===== src/inc/ctab_pkg.sv =====
package ctab_pkg;
	// Register offsets on the plain register port
	localparam logic [3:0] CTAB_OFS_EMPTY  = 4'h0;
	localparam logic [3:0] CTAB_OFS_IRQEN  = 4'h1;
	localparam logic [3:0] CTAB_OFS_ABTREQ = 4'h2;
	localparam logic [3:0] CTAB_OFS_ABTACK = 4'h3;
	localparam logic [3:0] CTAB_OFS_MODE   = 4'h4;
	// Field layout
	localparam int         CTAB_NBUF       = 3;
	localparam int         CTAB_MODE_INIT  = 0;
	localparam int         CTAB_MODE_LSTN  = 1;
	// Reset values
	localparam logic [2:0] CTAB_RST_EMPTY  = 3'h7;
	localparam logic [2:0] CTAB_RST_ZERO   = 3'h0;
	localparam logic [7:0] CTAB_RD_ZERO    = 8'h00;
	// Per-buffer transmit phase
	typedef enum logic [2:0] {
		CTAB_ST_IDLE = 3'b001,
		CTAB_ST_PEND = 3'b010,
		CTAB_ST_BUSY = 3'b100
	} ctab_phase_t;
endpackage : ctab_pkg


===== src/rtl/ctab_tx_ctrl.sv =====
`timescale 1ns/1ps
// Functional notes
// Three empty flags in bits 2..0; one means empty and unscheduled.
// Outside init, writing one clears an empty flag; zero ignored; always readable.
// Software loads a buffer first, then clears its empty flag.
// Successful send sets the buffer's empty flag.
// A granted withdraw also sets the empty flag.
// Interrupt asserted while any enabled buffer is empty.
// Clearing an empty flag clears that buffer's withdraw ack.
// Setting an empty flag clears that buffer's withdraw request.
// Listen mode ignores flag clears and starts no transmission.
// Buffer content access blocked while scheduled.
// Init mode holds all four registers at reset values.
// Writes accepted only when init request and acknowledge both zero; the mode register is written in any mode.
// Enable zero suppresses, one lets the empty event request interrupt.
// Software withdraws by setting request on a scheduled buffer.
// Grant withdraw before start or after lost arbitration or error.
// Granted withdraw sets empty and ack; interrupt if enabled.
// Software cannot clear a withdraw request; only empty setting does.
// Per-buffer withdraw ack shows a successful withdraw.
// Ack bits read-only; one means aborted rather than sent.
// All bits registered, reset to zero except empty flags to one.
module ctab_tx_ctrl
	import ctab_pkg::*;
#(
	parameter int NBUF = CTAB_NBUF
)(
	// Clock and reset
	input  wire logic            clk_in,
	input  wire logic            reset_in,
	// Register port
	input  wire logic [3:0]      reg_addr_in,
	input  wire logic [7:0]      reg_wdata_in,
	input  wire logic            reg_wr_in,
	input  wire logic            reg_rd_in,
	output logic      [7:0]      reg_rdata_out,
	// Protocol engine
	input  wire logic [NBUF-1:0] eng_start_in,
	input  wire logic [NBUF-1:0] eng_done_in,
	input  wire logic [NBUF-1:0] eng_fail_in,
	output logic      [NBUF-1:0] eng_ready_out,
	// Buffer contents access gate
	input  wire logic [NBUF-1:0] buf_sel_in,
	output logic                 buf_access_ok_out,
	// Interrupt and mode
	input  wire logic            init_acknowledge_in,
	output logic                 tx_irq_out,
	output logic                 init_request_out,
	output logic                 listen_mode_out
);
	typedef struct packed {
		logic [NBUF-1:0] irq_en;
		logic            init_req;
		logic            listen;
		logic [7:0]      rdata;
		logic            irq;
		logic [NBUF-1:0] ready;
		logic            acc_ok;
	} ctab_top_t;

	ctab_top_t       st_ff;
	ctab_top_t       nxt_st;
	logic            in_init;
	logic            wr_ok;
	logic [NBUF-1:0] buf_empty_flag_n;
	logic [NBUF-1:0] withdraw_request_n;
	logic [NBUF-1:0] withdraw_ack_n;
	logic [NBUF-1:0] busy;
	logic [NBUF-1:0] sched;
	logic [NBUF-1:0] req_set;

	////////////////////////////////////////////////////////////////////////
	// Mode decode
	assign in_init = st_ff.init_req && init_acknowledge_in;
	assign wr_ok   = reg_wr_in && !st_ff.init_req && !init_acknowledge_in;

	// Write-one-to-clear of empty flags, dropped in listen mode
	assign sched   = (wr_ok && reg_addr_in == CTAB_OFS_EMPTY && !st_ff.listen) ?
	                 reg_wdata_in[NBUF-1:0] : '0;
	// Write-one-to-set of withdraw requests
	assign req_set = (wr_ok && reg_addr_in == CTAB_OFS_ABTREQ) ?
	                 reg_wdata_in[NBUF-1:0] : '0;

	////////////////////////////////////////////////////////////////////////
	// Per-buffer state
	genvar gi;
	generate
		for (gi = 0; gi < NBUF; gi++) begin : g_slot
			ctab_slot u_slot (
				.clk_in     (clk_in),
				.reset_in   (reset_in),
				.hold_in    (in_init),
				.sched_in   (sched[gi]),
				.req_set_in (req_set[gi]),
				.start_in   (eng_start_in[gi] && !st_ff.listen),
				.done_in    (eng_done_in[gi]),
				.fail_in    (eng_fail_in[gi]),
				.empty_out  (buf_empty_flag_n[gi]),
				.req_out    (withdraw_request_n[gi]),
				.ack_out    (withdraw_ack_n[gi]),
				.busy_out   (busy[gi])
			);
		end
	endgenerate

	////////////////////////////////////////////////////////////////////////
	// Registers, read path and outputs
	always_comb begin
		nxt_st = st_ff;
		if (in_init)
			nxt_st.irq_en = '0;
		else if (wr_ok && reg_addr_in == CTAB_OFS_IRQEN)
			nxt_st.irq_en = reg_wdata_in[NBUF-1:0];
		// Mode register stays writable so init can be left
		if (reg_wr_in && reg_addr_in == CTAB_OFS_MODE) begin
			nxt_st.init_req = reg_wdata_in[CTAB_MODE_INIT];
			nxt_st.listen   = reg_wdata_in[CTAB_MODE_LSTN];
		end
		// Read data only in the cycle after the strobe; ack has no write path
		nxt_st.rdata = CTAB_RD_ZERO;
		if (reg_rd_in) begin
			case (reg_addr_in)
				CTAB_OFS_EMPTY:  nxt_st.rdata = {{(8-NBUF){1'b0}}, buf_empty_flag_n};
				CTAB_OFS_IRQEN:  nxt_st.rdata = {{(8-NBUF){1'b0}}, st_ff.irq_en};
				CTAB_OFS_ABTREQ: nxt_st.rdata = {{(8-NBUF){1'b0}}, withdraw_request_n};
				CTAB_OFS_ABTACK: nxt_st.rdata = {{(8-NBUF){1'b0}}, withdraw_ack_n};
				CTAB_OFS_MODE:   nxt_st.rdata = {6'h00, st_ff.listen, st_ff.init_req};
				default:         nxt_st.rdata = CTAB_RD_ZERO;
			endcase
		end
		// Level interrupt from registered flags and enables
		nxt_st.irq    = |(nxt_empty_view() & st_ff.irq_en);
		nxt_st.ready  = st_ff.listen ? '0 : ~buf_empty_flag_n & ~busy;
		// Content access blocked while the selected buffer is scheduled
		nxt_st.acc_ok = |buf_sel_in && ((buf_sel_in & ~buf_empty_flag_n) == '0);
	end

	// Empty view used by the interrupt
	function automatic logic [NBUF-1:0] nxt_empty_view();
		return buf_empty_flag_n;
	endfunction : nxt_empty_view

	always_ff @(posedge clk_in or posedge reset_in) begin
		if (reset_in)
			st_ff <= '0;
		else
			st_ff <= nxt_st;
	end

	assign reg_rdata_out     = st_ff.rdata;
	assign tx_irq_out        = st_ff.irq;
	assign eng_ready_out     = st_ff.ready;
	assign buf_access_ok_out = st_ff.acc_ok;
	assign init_request_out  = st_ff.init_req;
	assign listen_mode_out   = st_ff.listen;

	////////////////////////////////////////////////////////////////////////
	// Checks
	irq_level_a: assert property (@(posedge clk_in) disable iff (reset_in)
		##1 tx_irq_out == |($past(buf_empty_flag_n) & $past(st_ff.irq_en)))
		else $error("irq mismatch");
	listen_keep_a: assert property (@(posedge clk_in) disable iff (reset_in)
		(st_ff.listen && buf_empty_flag_n[0]) |=> buf_empty_flag_n[0])
		else $error("flag cleared in listen");
	init_block_a: assert property (@(posedge clk_in) disable iff (reset_in)
		(st_ff.init_req && reg_wr_in && reg_addr_in == CTAB_OFS_IRQEN)
		|=> st_ff.irq_en == $past(st_ff.irq_en) || st_ff.irq_en == '0)
		else $error("enable written in init");
	access_gate_a: assert property (@(posedge clk_in) disable iff (reset_in)
		(|(buf_sel_in & ~buf_empty_flag_n)) |=> !buf_access_ok_out)
		else $error("scheduled buffer accessible");
	rd_empty_a: assert property (@(posedge clk_in) disable iff (reset_in)
		(reg_rd_in && reg_addr_in == CTAB_OFS_EMPTY)
		|=> reg_rdata_out[NBUF-1:0] == $past(buf_empty_flag_n))
		else $error("empty read wrong");
	cov_irq_c: cover property (@(posedge clk_in) disable iff (reset_in) $rose(tx_irq_out));
	cov_init_c: cover property (@(posedge clk_in) disable iff (reset_in) in_init);
endmodule : ctab_tx_ctrl


===== src/rtl/ctab_slot.sv =====
`timescale 1ns/1ps
// One transmit buffer: empty flag, withdraw request and withdraw ack
module ctab_slot
	import ctab_pkg::*;
(
	// Clock and reset
	input  wire logic clk_in,
	input  wire logic reset_in,
	// Control
	input  wire logic hold_in,
	input  wire logic sched_in,
	input  wire logic req_set_in,
	input  wire logic start_in,
	input  wire logic done_in,
	input  wire logic fail_in,
	// State
	output logic      empty_out,
	output logic      req_out,
	output logic      ack_out,
	output logic      busy_out
);
	typedef struct packed {
		logic        empty;
		logic        req;
		logic        ack;
		ctab_phase_t ph;
	} ctab_slot_t;

	ctab_slot_t st_ff;
	ctab_slot_t nxt_st;
	logic       grant;

	// Next state; completion and abort win over a same-cycle schedule
	always_comb begin
		nxt_st = st_ff;
		grant  = 1'b0;
		if (hold_in) begin
			nxt_st.empty = 1'b1;
			nxt_st.req   = 1'b0;
			nxt_st.ack   = 1'b0;
			nxt_st.ph    = CTAB_ST_IDLE;
		end else begin
			if (req_set_in && !st_ff.empty)
				nxt_st.req = 1'b1;
			// Grant before start, or after a failed attempt
			grant = (st_ff.req || req_set_in) && !st_ff.empty &&
			        ((st_ff.ph == CTAB_ST_PEND && !start_in) ||
			         (st_ff.ph == CTAB_ST_BUSY && fail_in));
			if (st_ff.ph == CTAB_ST_BUSY && done_in) begin
				nxt_st.empty = 1'b1;
				nxt_st.req   = 1'b0;
				nxt_st.ph    = CTAB_ST_IDLE;
			end else if (grant) begin
				nxt_st.empty = 1'b1;
				nxt_st.ack   = 1'b1;
				nxt_st.req   = 1'b0;
				nxt_st.ph    = CTAB_ST_IDLE;
			end else begin
				if (st_ff.ph == CTAB_ST_PEND && start_in)
					nxt_st.ph = CTAB_ST_BUSY;
				else if (st_ff.ph == CTAB_ST_BUSY && fail_in)
					nxt_st.ph = CTAB_ST_PEND; // Retry later
				if (sched_in && st_ff.empty) begin
					nxt_st.empty = 1'b0;
					nxt_st.ack   = 1'b0;
					nxt_st.ph    = CTAB_ST_PEND;
				end
			end
		end
	end

	// State register
	always_ff @(posedge clk_in or posedge reset_in) begin
		if (reset_in)
			st_ff <= '{empty: 1'b1, req: 1'b0, ack: 1'b0, ph: CTAB_ST_IDLE};
		else
			st_ff <= nxt_st;
	end

	assign empty_out = st_ff.empty;
	assign req_out   = st_ff.req;
	assign ack_out   = st_ff.ack;
	assign busy_out  = (st_ff.ph == CTAB_ST_BUSY);

	////////////////////////////////////////////////////////////////////////
	// Checks
	empty_req_a: assert property (@(posedge clk_in) disable iff (reset_in)
		$rose(st_ff.empty) |-> !st_ff.req) else $error("req kept after empty");
	clear_ack_a: assert property (@(posedge clk_in) disable iff (reset_in)
		$fell(st_ff.empty) |-> !st_ff.ack) else $error("ack kept on schedule");
	ack_empty_a: assert property (@(posedge clk_in) disable iff (reset_in)
		st_ff.ack |-> st_ff.empty) else $error("ack without empty");
	done_empty_a: assert property (@(posedge clk_in) disable iff (reset_in)
		(busy_out && done_in && !hold_in) |=> st_ff.empty && !st_ff.ack)
		else $error("send did not empty");
	hold_rst_a: assert property (@(posedge clk_in) disable iff (reset_in)
		hold_in |=> st_ff.empty && !st_ff.req && !st_ff.ack) else $error("hold failed");
	abort_pend_a: assert property (@(posedge clk_in) disable iff (reset_in)
		(st_ff.req && st_ff.ph == CTAB_ST_PEND && !start_in && !hold_in)
		|=> st_ff.empty && st_ff.ack) else $error("abort not granted");
	req_keep_a: assert property (@(posedge clk_in) disable iff (reset_in)
		(st_ff.req && !nxt_st.empty && !hold_in) |=> st_ff.req)
		else $error("req dropped early");
	cov_abort_c: cover property (@(posedge clk_in) disable iff (reset_in) $rose(st_ff.ack));
	cov_sent_c: cover property (@(posedge clk_in) disable iff (reset_in)
		busy_out && done_in);
	cov_retry_c: cover property (@(posedge clk_in) disable iff (reset_in)
		busy_out && fail_in && !st_ff.req);
endmodule : ctab_slot


===== config.mk =====
export PLATFORM = sky130hd
export DESIGN_NAME = ctab_tx_ctrl
export DESIGN_NICKNAME = d
export VERILOG_FILES = /design/src/inc/ctab_pkg.sv /design/src/rtl/ctab_tx_ctrl.sv /design/src/rtl/ctab_slot.sv
export SDC_FILE = /design/constraint.sdc
export NUM_CORES = 1
export LEC_CHECK = 0
export BUFFER_PORTS_ARGS = -buffer_cell sky130_fd_sc_hd__buf_2
export CAP_MARGIN = 20
export CORE_ASPECT_RATIO = 1.75
export CORE_MARGIN = 4
export CORE_UTILIZATION = 30
export CTS_CLUSTER_DIAMETER = 60
export DETAILED_ROUTE_END_ITERATION = 6
export GPL_TIMING_DRIVEN = 0
export REMOVE_ABC_BUFFERS = 1
export SYNTH_ARGS = -nofsm -noshare
export SYNTH_HDL_FRONTEND = slang
export SYNTH_SLANG_ARGS = --single-unit

===== constraint.sdc =====
create_clock -name clk_in -period 2.1 [get_ports clk_in]
set_input_delay 0.105 -clock clk_in [delete_from_list [all_inputs] [get_ports clk_in]]
set_output_delay 0.105 -clock clk_in [all_outputs]
set_load 0.01 [all_outputs]

; After elaboration in Yosys (flattened, before gate mapping)
; Cells that the tools add are included.
[op_classes]
div = 0
addsub = 0
n_reduce_logical = 71
mul = 0
shift = 0
n_eq_ne = 13
bitwise_logic = 5
n_mux = 43
n_lt_le_gt_ge = 0
[ops]
columns = op, n
row1 = two-way mux 3 bit, 15
row2 = logical AND 1 bit, 36
row3 = two-way mux 4 bit, 6
row4 = nonzero test 4 bit, 6
row5 = two-way mux 6 bit, 3
row6 = nonzero test 6 bit, 3
row7 = two-way mux 1 bit, 15
row8 = case mux 3 bit (5 select lines), 1
row9 = AND 3 bit, 3
row10 = "equality test 3 x 2 -> 1 bit, second input constant", 3
row11 = "equality test 3 bit, second input constant", 3
row12 = zero test 1 bit, 9
row13 = nonzero test 3 bit, 3
row14 = "equality test 4 x 2 -> 1 bit, second input constant", 2
row15 = logical OR 1 bit, 6
row16 = two-way mux 2 bit, 3
row17 = inverter 3 bit, 2
row18 = AND reduction 2 bit, 3
row19 = OR reduction 3 bit, 2
row20 = "equality test 4 x 1 -> 1 bit, second input constant", 1
row21 = "equality test 4 x 3 -> 1 bit, second input constant", 1
row22 = zero test 4 bit, 1
row23 = "!= test 2 bit, second input constant", 2
row24 = zero test 3 bit, 1
row25 = other kinds (2), 2
[word_totals]
rom_bits = 0
ramBits = 0
n_memories = 0
reg_bits = 36
latch_bits = 0

; Longest topological paths before layout
; Gate-level depths: netlist of the first run.
[depth]
depth_word = 11
depth_mapped = 5
mapped_depth_nobuf = 4

; Cells and area by module
; A second synthesis of the first run with hierarchy kept.
[unflattened]
hier_cells = 186
hier_area_um2 = 1833.0
[by_module_without_submodules]
columns = module, seq_area_each_um2, cells_per_inst, instances, area_per_inst_um2
row1 = ctab_slot, 152.6, 33, 3, 331.6
row2 = ctab_tx_ctrl, 325.3, 87, 1, 838.3

; Least setup slack after synthesis of the first run
; Ideal clock, no wire load.
[synth_timing]
kind = register to register
startpoint = register st_ff, in the netlist listen_mode_out
endpoint = register g_slot[1].u_slot.st_ff[1] (netlist bit)
setup_ns = 0.126
stages_incl_launch_ff = 6
arrival_time_ns = 1.521
path_buffers = 1
required_time_ns = 1.974
slack_ns = 0.453
cell_sequence = dfrtp_1 buf_6 nor4b_4 nand4_2 and3_1 o311a_1
[synth_via]
elab_chain_cells = 9
[synth_rtl]
columns = element, line
row1 = from (decl), ctab_tx_ctrl.sv:61  ; ctab_top_t st_ff;
row2 = from (signal assigned), ctab_tx_ctrl.sv:147  ; st_ff <= nxt_st;
row3 = zero test 1 bit *, "ctab_tx_ctrl.sv:78, ctab_tx_ctrl.sv:95"
row4 = logical AND 1 bit, ctab_tx_ctrl.sv:95  ; .start_in (eng_start_in[gi] && !st_ff.listen),
row5 = zero test 1 bit, ctab_slot.sv:47  ; ((st_ff.ph == CTAB_ST_PEND && !start_in) ||
row6 = logical AND 1 bit, ctab_slot.sv:47
row7 = logical OR 1 bit, ctab_slot.sv:47
row8 = logical AND 1 bit, ctab_slot.sv:46  ; grant = (st_ff.req || req_set_in) && !st_ff.empty &&
row9 = two-way mux 4 bit, ctab_slot.sv:53  ; end else if (grant) begin
row10 = two-way mux 3 bit, ctab_slot.sv:49  ; if (st_ff.ph == CTAB_ST_BUSY && done_in) begin
row11 = two-way mux 6 bit, ctab_slot.sv:37  ; if (hold_in) begin
row12 = to (signal assigned), ctab_slot.sv:75  ; st_ff <= '{empty: 1'b1, req: 1'b0, ack: 1'b0, ph: CTAB_ST_IDLE};
row13 = to (signal assigned), ctab_slot.sv:77  ; st_ff <= nxt_st;
row14 = to (decl), ctab_slot.sv:29  ; ctab_slot_t st_ff;
; Mark *: on every way between the ends. The rest lies on a longest branch, timed or not. The select of a mux whose other input is x is not followed.
; A chain may end at the register's enable or synchronous reset.

; Worst setup path in the final report of the first run
; Same ends and word-level chain as after synthesis.

==> results.md, run 1 <==
- The clock net in this run drives a total of 31 sinks.
- In the finished design, the share of the clock period the worst path needs comes to 89.1%.
- The placer's final routability congestion estimate is 0.815.
- Counting the fill cells in the layout gives 640.
- The final cell area excluding filler cells is around 2100 sq um.
- In this run the core area contains 37 standard-cell rows.
- The average instance in the mapped netlist occupies 10.3 sq um.
- The fraction of layout cells with a size suffix above 1 is 30.0%.
- After detailed routing, the average wire length per cell comes to 14.5 um.
- Setup repair after global routing left no endpoint under its margin.
- The worst path buffer plus inverter count is 0.
- The Yosys step of the flow raised 0 warnings.
- Clock-pin slew was measured on the worst setup and hold paths at roughly 0.060 ns.
- The vertical extent of the die is 110 um.
- The most used flip-flop cell after synthesis is sky130_fd_sc_hd__dfrtp_1.
- The run finished with clean final reports.
- Static timing analysis puts the maximum clock frequency at around 530 MHz.
- The total setup violations reported at the end of the flow is 0.
- In the layout the commonest cells are 33 x sky130_fd_sc_hd__buf_2, 25 x sky130_fd_sc_hd__dfrtp_1, 16 x sky130_fd_sc_hd__nor2_1.
- STA classifies the critical path endpoint as a flip-flop.
- The first TritonRoute pass finished after 4 iterations.
- In this run the static leakage power is 0.989 nW.
- After synthesis, the share of flip-flops with an asynchronous set or reset is 100%.
- The worst setup path is of the flip-flop to flip-flop kind.
- Pin placement for this block handled 44 I/O pins.
- TritonCTS built the clock tree.
- The global-route wire length before repair is around 6700 um.
- Traced cell by cell, the critical path runs through nor4b_4 > nand4_2 > and3_1 > o311a_1.
- The TritonCTS buffer count is 5.
- The maximum number of pins on one net before global-route repair is 17.
- The total standard cell area after synthesis is 1790 sq um.
- The sequential share of the synthesized area is between 40% and 50%.
- The via-per-instance ratio is 5.00.
- The clock insertion delay at the later pin of the skew report is 0.28 ns.
- The floorplan step defined a die boundary enclosing 7310 sq um.
- The effective utilization at floorplan is just over 30%.
- Data on the critical path is required at its endpoint by around 2.3 ns.
- Max-cap violations in this run came to 0.
- The class of the tightest hold or removal check is input port to flip-flop.
- The count of nets left with antenna violations after detail routing is 0.
- In this run, post-CTS repair resized a total of 0 instances.
- The number of failing hold endpoints at the final stage is 0.
- The number of remaining DRC errors is 0.
- The final count of pins violating max slew is 0.
- The shortest period the worst path allows is 1.87 ns.
- The final routed wirelength across all metal layers is approximately 4100 um.
- The netlist uses 52 different library cells.
- The delay of the slowest cell on the worst path is between 0.5 and 0.6 ns.
- The type of element launching the critical path is a flip-flop.
- The maximum clock insertion buffer count is 2.
- The sum of negative setup slack is 0 ns.
- The total via count after detailed routing is 1425.
- The most common cell after layout, fill and taps aside is sky130_fd_sc_hd__buf_2.
- After the first detailed-routing iteration, the DRC count stood at just under 70.
- The power density of the placed cells is 678 nW/um^2.
- The layout overhead on the synthesized area is 17.3%.
- The number of inserted diodes is 0.
- In the synthesized netlist, the number of instances is approximately 170.
- The slew at the pin closest to its max-slew limit is 0.685 ns.
- In this run, synthesis inferred 0 flip-flops with an integrated enable.
- Port buffering added 33 buffers.
- In this run the horizontal extent of the chip is ~66 um.
- In this run the tightest slew margin relative to its limit is 54.3%.
- Global routing used 12.3% of the available tracks across all layers.
- Post-CTS timing repair inserted 0 buffers for setup.
- In this run the number of H-tree levels came out at 2.
- Data arrives at the worst endpoint at 2.04 ns.
- The total area inside the core boundary comes to 5830 sq um.
- The worst-case IR drop observed on VDD is ~0.2 mV.
- Broken down by cell family, the worst path's largest delay share belongs to simple AND/OR/NAND/NOR gates.
- For this design, the slowest cell found on the critical path is sky130_fd_sc_hd__dfrtp_1.
- The worst setup slack for register-to-register paths is 0.23 ns.
- In this run, synthesis produced a sequential element count of 31.
- The final layout net count is 235.
- Detailed placement finished with a half-perimeter wire length of roughly 3300 um.
- In this run the worst path has a maximum fanout of 11.
- The clock tree skew after final layout is roughly 0.0022 ns.
- The via count of the first global-routing pass is 1400.
- The initial antenna violation count is 0.
- The cell area after placement is about 2000 sq um.
- The tree is rooted in a sky130_fd_sc_hd__clkbuf_8.
- For this run the aggregate overflow at the end of global routing stands at 0.
==> where the power goes <==
group	total (W)	switching, W	internal (W)	leakage (nW)
Clock	0.000517	0.000219	0.000299	0.0515
Sequential	0.000692	0.0000552	0.000637	0.402
Combinational	0.000214	0.000118	0.0000964	0.535
Total	0.00142	0.000392	0.00103	0.989
==> metal layers <==
metal	GRT usage [%]	share of wire, %	up-vias
li1	-	-	695
met1	11.9	36	689
met2	23.6	57	35
met3	3.25	4.3	6
met4	5.67	2.2	0
met5	0	0	-
==> cell type report <==
cell class / instances / area (sq um) / share of cell area [%]
clock buffers: 8 / 100 / 4.77
inverters: 9 / 33.8 / 1.61
multi-input cells: 124 / 882 / 42.0
flip-flops and latches: 31 / 783 / 37.3
well taps: 78 / 97.6 / 4.65
repair buffers: 35 / 203 / 9.65
==> kinds of logic (layout without fill, tap and decap cells) <==
kind of cell,count (synthesis),after routing,share of synthesized area [%]
buf+inv,22,52,7.76
compound gates,44,44,18.0
simple gates,70,70,24.5
mux,5,5,5.66
other cells,1,5,0.210
flops,31,31,43.8
==> timing repair <==
action                     in CTS  in global routing
hold endpoints to repair       13                  0
hold buffers                    1                  0
setup endpoints to repair       0                  0
==> path summary, 6_finish.rpt <==
kind	from	end	cells after the start
min	reg_rd_in	reg_rdata_out[0]	2
max in group asynchronous	reset_in	g_slot[2].u_slot.st_ff[0]	4
max reg2reg	listen_mode_out	g_slot[1].u_slot.st_ff[1]	4
max	listen_mode_out	g_slot[1].u_slot.st_ff[1]	4
min reg2reg	st_ff[15]	tx_irq_out	2
min in group asynchronous	reset_in	listen_mode_out	3
==> worst reg2reg max path: stages (launching register included) <==
cell                      delay, ns
sky130_fd_sc_hd__dfrtp_1       0.55
sky130_fd_sc_hd__nor4b_4       0.47
sky130_fd_sc_hd__nand4_2       0.23
sky130_fd_sc_hd__and3_1        0.23
sky130_fd_sc_hd__o311a_1       0.28
==> registers in the layout, summed over array words and instances, names as in the netlist, 3 cells and up <==
name	count
g_slot.u_slot.req_out	3
st_ff	3
reg_rdata_out	3
g_slot.u_slot.ack_out	3
g_slot.u_slot.empty_out	3
eng_ready_out	3
g_slot.u_slot.st_ff	9
==> cell usage after synthesis, types with 2 or more instances <==
cell type | instances | area (sq um)
sky130_fd_sc_hd__nand3_1 | 2 | 10.0
sky130_fd_sc_hd__nand4_1 | 4 | 25.0
sky130_fd_sc_hd__mux4_1 | 3 | 78.8
sky130_fd_sc_hd__nand2b_1 | 4 | 25.0
sky130_fd_sc_hd__nor4b_2 | 2 | 30.0
sky130_fd_sc_hd__nor2_1 | 16 | 60.1
sky130_fd_sc_hd__nor3_1 | 4 | 20.0
sky130_fd_sc_hd__inv_1 | 9 | 33.8
sky130_fd_sc_hd__dfrtp_1 | 25 | 626
sky130_fd_sc_hd__o21ai_0 | 11 | 55.1
sky130_fd_sc_hd__nand2_1 | 14 | 52.6
sky130_fd_sc_hd__buf_4 | 11 | 82.6
sky130_fd_sc_hd__a211oi_1 | 2 | 15.0
sky130_fd_sc_hd__buf_6 | 2 | 22.5
sky130_fd_sc_hd__a222oi_1 | 2 | 20.0
sky130_fd_sc_hd__and3b_1 | 2 | 17.5
sky130_fd_sc_hd__and3_1 | 3 | 18.8
sky130_fd_sc_hd__a22oi_1 | 2 | 15.0
sky130_fd_sc_hd__a21o_1 | 4 | 30.0
sky130_fd_sc_hd__a21oi_1 | 2 | 10.0
sky130_fd_sc_hd__nor3b_1 | 4 | 30.0
sky130_fd_sc_hd__nor2b_1 | 5 | 31.3
sky130_fd_sc_hd__a31oi_1 | 6 | 37.5
sky130_fd_sc_hd__dfstp_2 | 6 | 158
==> through the flow <==
| step | setup WS, ns | hold WS, ns | utilization, % | total power [W] | std cells |
|---|---|---|---|---|---|
| after floorplan | 0.471 | 0.204 | - | 0.000812 | 164 |
| after global placement | 0.222 | 0.363 | 33.6 | 0.000911 | 275 |
| after detailed placement | 0.221 | 0.252 | 34.1 | 0.000921 | 276 |
| after CTS | 0.198 | 0.0616 | 36.0 | 0.00145 | 285 |
| after global routing | 0.148 | 0.0710 | 36.0 | 0.00150 | 285 |
| final | 0.228 | 0.0692 | 36.0 | 0.00142 | 285 |
(Power assumes the default switching activity.)
==> run 2, diff against run 1 <==
--- a/config.mk
+++ b/config.mk
@@ -13,6 +13,7 @@
 export CTS_CLUSTER_DIAMETER = 60
 export DETAILED_ROUTE_END_ITERATION = 6
 export GPL_TIMING_DRIVEN = 0
+export RECOVER_POWER = 50
 export REMOVE_ABC_BUFFERS = 1
 export SYNTH_ARGS = -nofsm -noshare
 export SYNTH_HDL_FRONTEND = slang
==> run 2 against run 1 <==
Maximum frequency is essentially flat. Sequential cell count is the same. Final cell count is the same. Critical endpoint unchanged. Power shrank 0.73%. Hold slack gained 0.0015 ns. Largest cell class unchanged. Critical path depth is the same. Highest routed layer unchanged. Global-route usage is the same. Cell area shrank 2.0%.
==> results.md, run 2 (synthesized netlist as in run 1, its figures left out) <==
- The vertical extent of the die came to 110 um (unchanged).
- The top cell types in the final layout, fill and taps aside, are 25 x sky130_fd_sc_hd__dfrtp_1, 24 x sky130_fd_sc_hd__buf_2, 16 x sky130_fd_sc_hd__nor2_1.
- The final layout net count came to 235 (unchanged).
- The total setup violations reported at the end of the flow is 0 (unchanged).
- The number of design-rule violations left by the first detailed-router iteration is 75 (+8.7%).
- The shortest period the worst path allows is 1.87 ns (-0.000929 ns).
- The switching component of the power was 0.000390 W (-0.38%).
- The overall fraction of global-route tracks in use is 12.3% (unchanged).
- The internal power contribution is 0.00102 W (-0.86%).
- The final count of pins violating max slew was 0 (unchanged).
- The detailed placement HPWL came to 3280 um (unchanged).
- The most common cell after layout, fill and taps aside is sky130_fd_sc_hd__dfrtp_1.
- The clock sink total came to 31 (unchanged).
- The layout overhead on the synthesized area is 15.0%.
- The clock tree skew after final layout is 0.00181 ns (-0.000439 ns).
- The critical path start-end classification is flip-flop to flip-flop.
- The count of fill cells added during filler insertion was 648 (+1.3%).
- The highest net fanout along the worst path came to 11 (unchanged).
- The overall die area was 7310 sq um (unchanged).
- More flip-flops sit in one register than any other, and that register is g_slot.u_slot.st_ff.
- The clock insertion delay at the later pin of the skew report is 0.28 ns (about the same).
- The maximum number of pins on one net before global-route repair is 17 (unchanged).
- The number of buffers added for setup after CTS was 0 (unchanged).
- The number of placement rows is 37 (unchanged).
- The cell chosen for the clock root is sky130_fd_sc_hd__clkbuf_8.
- The number of remaining DRC errors is 0 (unchanged).
- The sequential share of power is 49.0% (+0.4 points).
- The final routed wire length divided by cell count is 14.5 um (about the same).
- The number of flip-flops in the largest register is 9 (unchanged).
- The initial antenna violation count is 0 (unchanged).
- The post-route worst hold slack is 0.0707 ns (+0.00147 ns).
- The final cell area excluding filler cells is 2060 sq um (-2.0%).
- The maximum clock insertion buffer count is 2 (unchanged).
- The core box area is 5830 sq um (unchanged).
- The sum of negative setup slack is 0 ns (unchanged).
- The setup slack at placement is 0.221 ns (unchanged).
- The fraction of layout cells with a size suffix above 1 is 23.7% (-6.3 points).
- The global-route wire length before repair is 6710 um (unchanged).
- The placer's final routability congestion estimate came to 0.815 (unchanged).
- The endpoint kind of the worst setup timing path is a flip-flop.
- The endpoint required time on the critical path came to 2.27 ns (about the same).
- The total chip power is 0.00141 W (-0.73%).
- The logic gate share of total power is 14.5% (-0.5 points).
- The number of port buffers is 33 (unchanged).
- The switching power as a share of total power was 27.6% (+0.096 points).
- The area of combinational cells with multiple inputs is 876 sq um (-0.71%).
- The slew at the pin closest to its max-slew limit is 0.887 ns (+0.202 ns).
- The number of top-level pins was 44 (unchanged).
- The leakage power summed over all cells is 0.939 nW (-5.1%).
- The run finished with clean final reports.
- The total number of H-tree levels was 2 (unchanged).
- The clock network fraction of total power came to 36.6% (+0.3 points).
- The cell area after placement was 1990 sq um (unchanged).
- The achievable clock frequency is 534 MHz (about the same).
- The post-route clock period utilization is 89.1% (about the same).
- The power density of the placed cells is 687 nW/um^2 (+1.3%).
- The die boundary width is 66.4 um (unchanged).
- The number of inserted diodes came to 0 (unchanged).
- The number of failing hold endpoints at the final stage is 0 (unchanged).
- The worst vdd rail ir drop is 0.201 mV (+0.16%).
- The count of nets left with antenna violations after detail routing was 0 (unchanged).
- The via count of the first global-routing pass is 1400 (unchanged).
- The first-pass iteration count of the detailed router is 4 (unchanged).
- Setup repair after global routing left no endpoint under its margin.
- The least setup slack across all paths after layout is 0.229 ns (+0.000929 ns).
- The TritonCTS buffer count is 5 (unchanged).
- The final global-route overflow total is 0 (unchanged).
- The total via count after detailed routing is 1420 (-0.35%).
- TritonCTS built the clock tree.
- The clock transition at the register clock pins on the worst setup and hold paths after CTS came to 0.06 ns (about the same).
- The path class of the tightest hold or removal check is input port to flip-flop.
- The number of violations of the max-capacitance limit is 0 (unchanged).
- The tightest slew margin relative to the limit is 40.9% (-13 points).
- The worst setup path is launched from a flip-flop.
- The final routed wirelength across all metal layers is 4140 um (about the same).
- The sequential cell area was 783 sq um (unchanged).
- The via-per-instance ratio came to 4.98 (-0.35%).
- The arrival time of data at the critical path endpoint was 2.04 ns (about the same).
- The effective utilization at floorplan is 30.7% (unchanged).
==> run 2: cell count changes in the layout (fill, tap and decap cells not counted) <==
cell / delta
sky130_fd_sc_hd__buf_2: -9
sky130_fd_sc_hd__dfstp_1: +2
sky130_fd_sc_hd__dfstp_2: -2
sky130_fd_sc_hd__nor4b_1: +1
sky130_fd_sc_hd__clkbuf_1: +10
sky130_fd_sc_hd__nor4b_2: -1
sky130_fd_sc_hd__buf_16: -1
==> run 2: power groups by stage <==
stage / Sequential [W] / Combinational [W] / Clock [W]
finish: 0.000692 / 0.000205 / 0.000517
global route: 0.000701 / 0.000230 / 0.000564
CTS: 0.000693 / 0.000219 / 0.000541
detailed placement: 0.000704 / 0.000217 / 0
global placement: 0.000703 / 0.000209 / 0
floorplan: 0.000696 / 0.000116 / 0
==> run 2: final cells by class <==
class / count / share of cell area, %
inverter: 9 / 1.64
clock buffer: 8 / 4.86
timing repair buffer: 35 / 8.15
sequential: 31 / 38.1
multi-input combinational: 124 / 42.6
tap: 78 / 4.74
==> run 2: path summary, 6_finish.rpt <==
kind / endpoint / slack (ns) / start / cells past startpoint
setup / recovery: g_slot[1].u_slot.st_ff[1] / 0.23 / listen_mode_out / 4
hold / removal: reg_rdata_out[0] / 0.07 / reg_rd_in / 2
setup reg to reg: g_slot[1].u_slot.st_ff[1] / 0.23 / listen_mode_out / 4
hold reg to reg: tx_irq_out / 0.54 / st_ff[15] / 2
min in group asynchronous: listen_mode_out / 0.42 / reset_in / 3
max in group asynchronous: buf_access_ok_out / 0.49 / reset_in / 4
==> run 2: per-layer routing <==
metal / track usage [%] / vias to the layer above / routed length, um
li1: - / 694 / -
met1: 11.9 / 689 / 1490
met2: 23.6 / 31 / 2390
met3: 3.25 / 6 / 180
met4: 5.67 / 0 / 91
met5: 0 / - / 0
==> run 2: timing repair <==
| item | CTS | global route |
|---|---|---|
| resized for setup | 0 | 0 |
| hold endpoints to repair | 13 | 0 |
| hold buffers | 1 | 0 |
==> run 2: worst max-delay path, cell delays in order, from the launching register on <==
cell and delay (ns):
sky130_fd_sc_hd__dfrtp_1 0.56, sky130_fd_sc_hd__nor4b_4 0.46, sky130_fd_sc_hd__nand4_2 0.23, sky130_fd_sc_hd__and3_1 0.23, sky130_fd_sc_hd__o311a_1 0.28
==> run 2: per-stage QoR <==
stage | utilization, % | std cells
2_1_floorplan | - | 164
3_3_place_gp | 33.6 | 275
3_5_place_dp | 34.1 | 276
4_1_cts | 36.0 | 285
5_1_grt | 35.3 | 285
6_report | 35.3 | 285
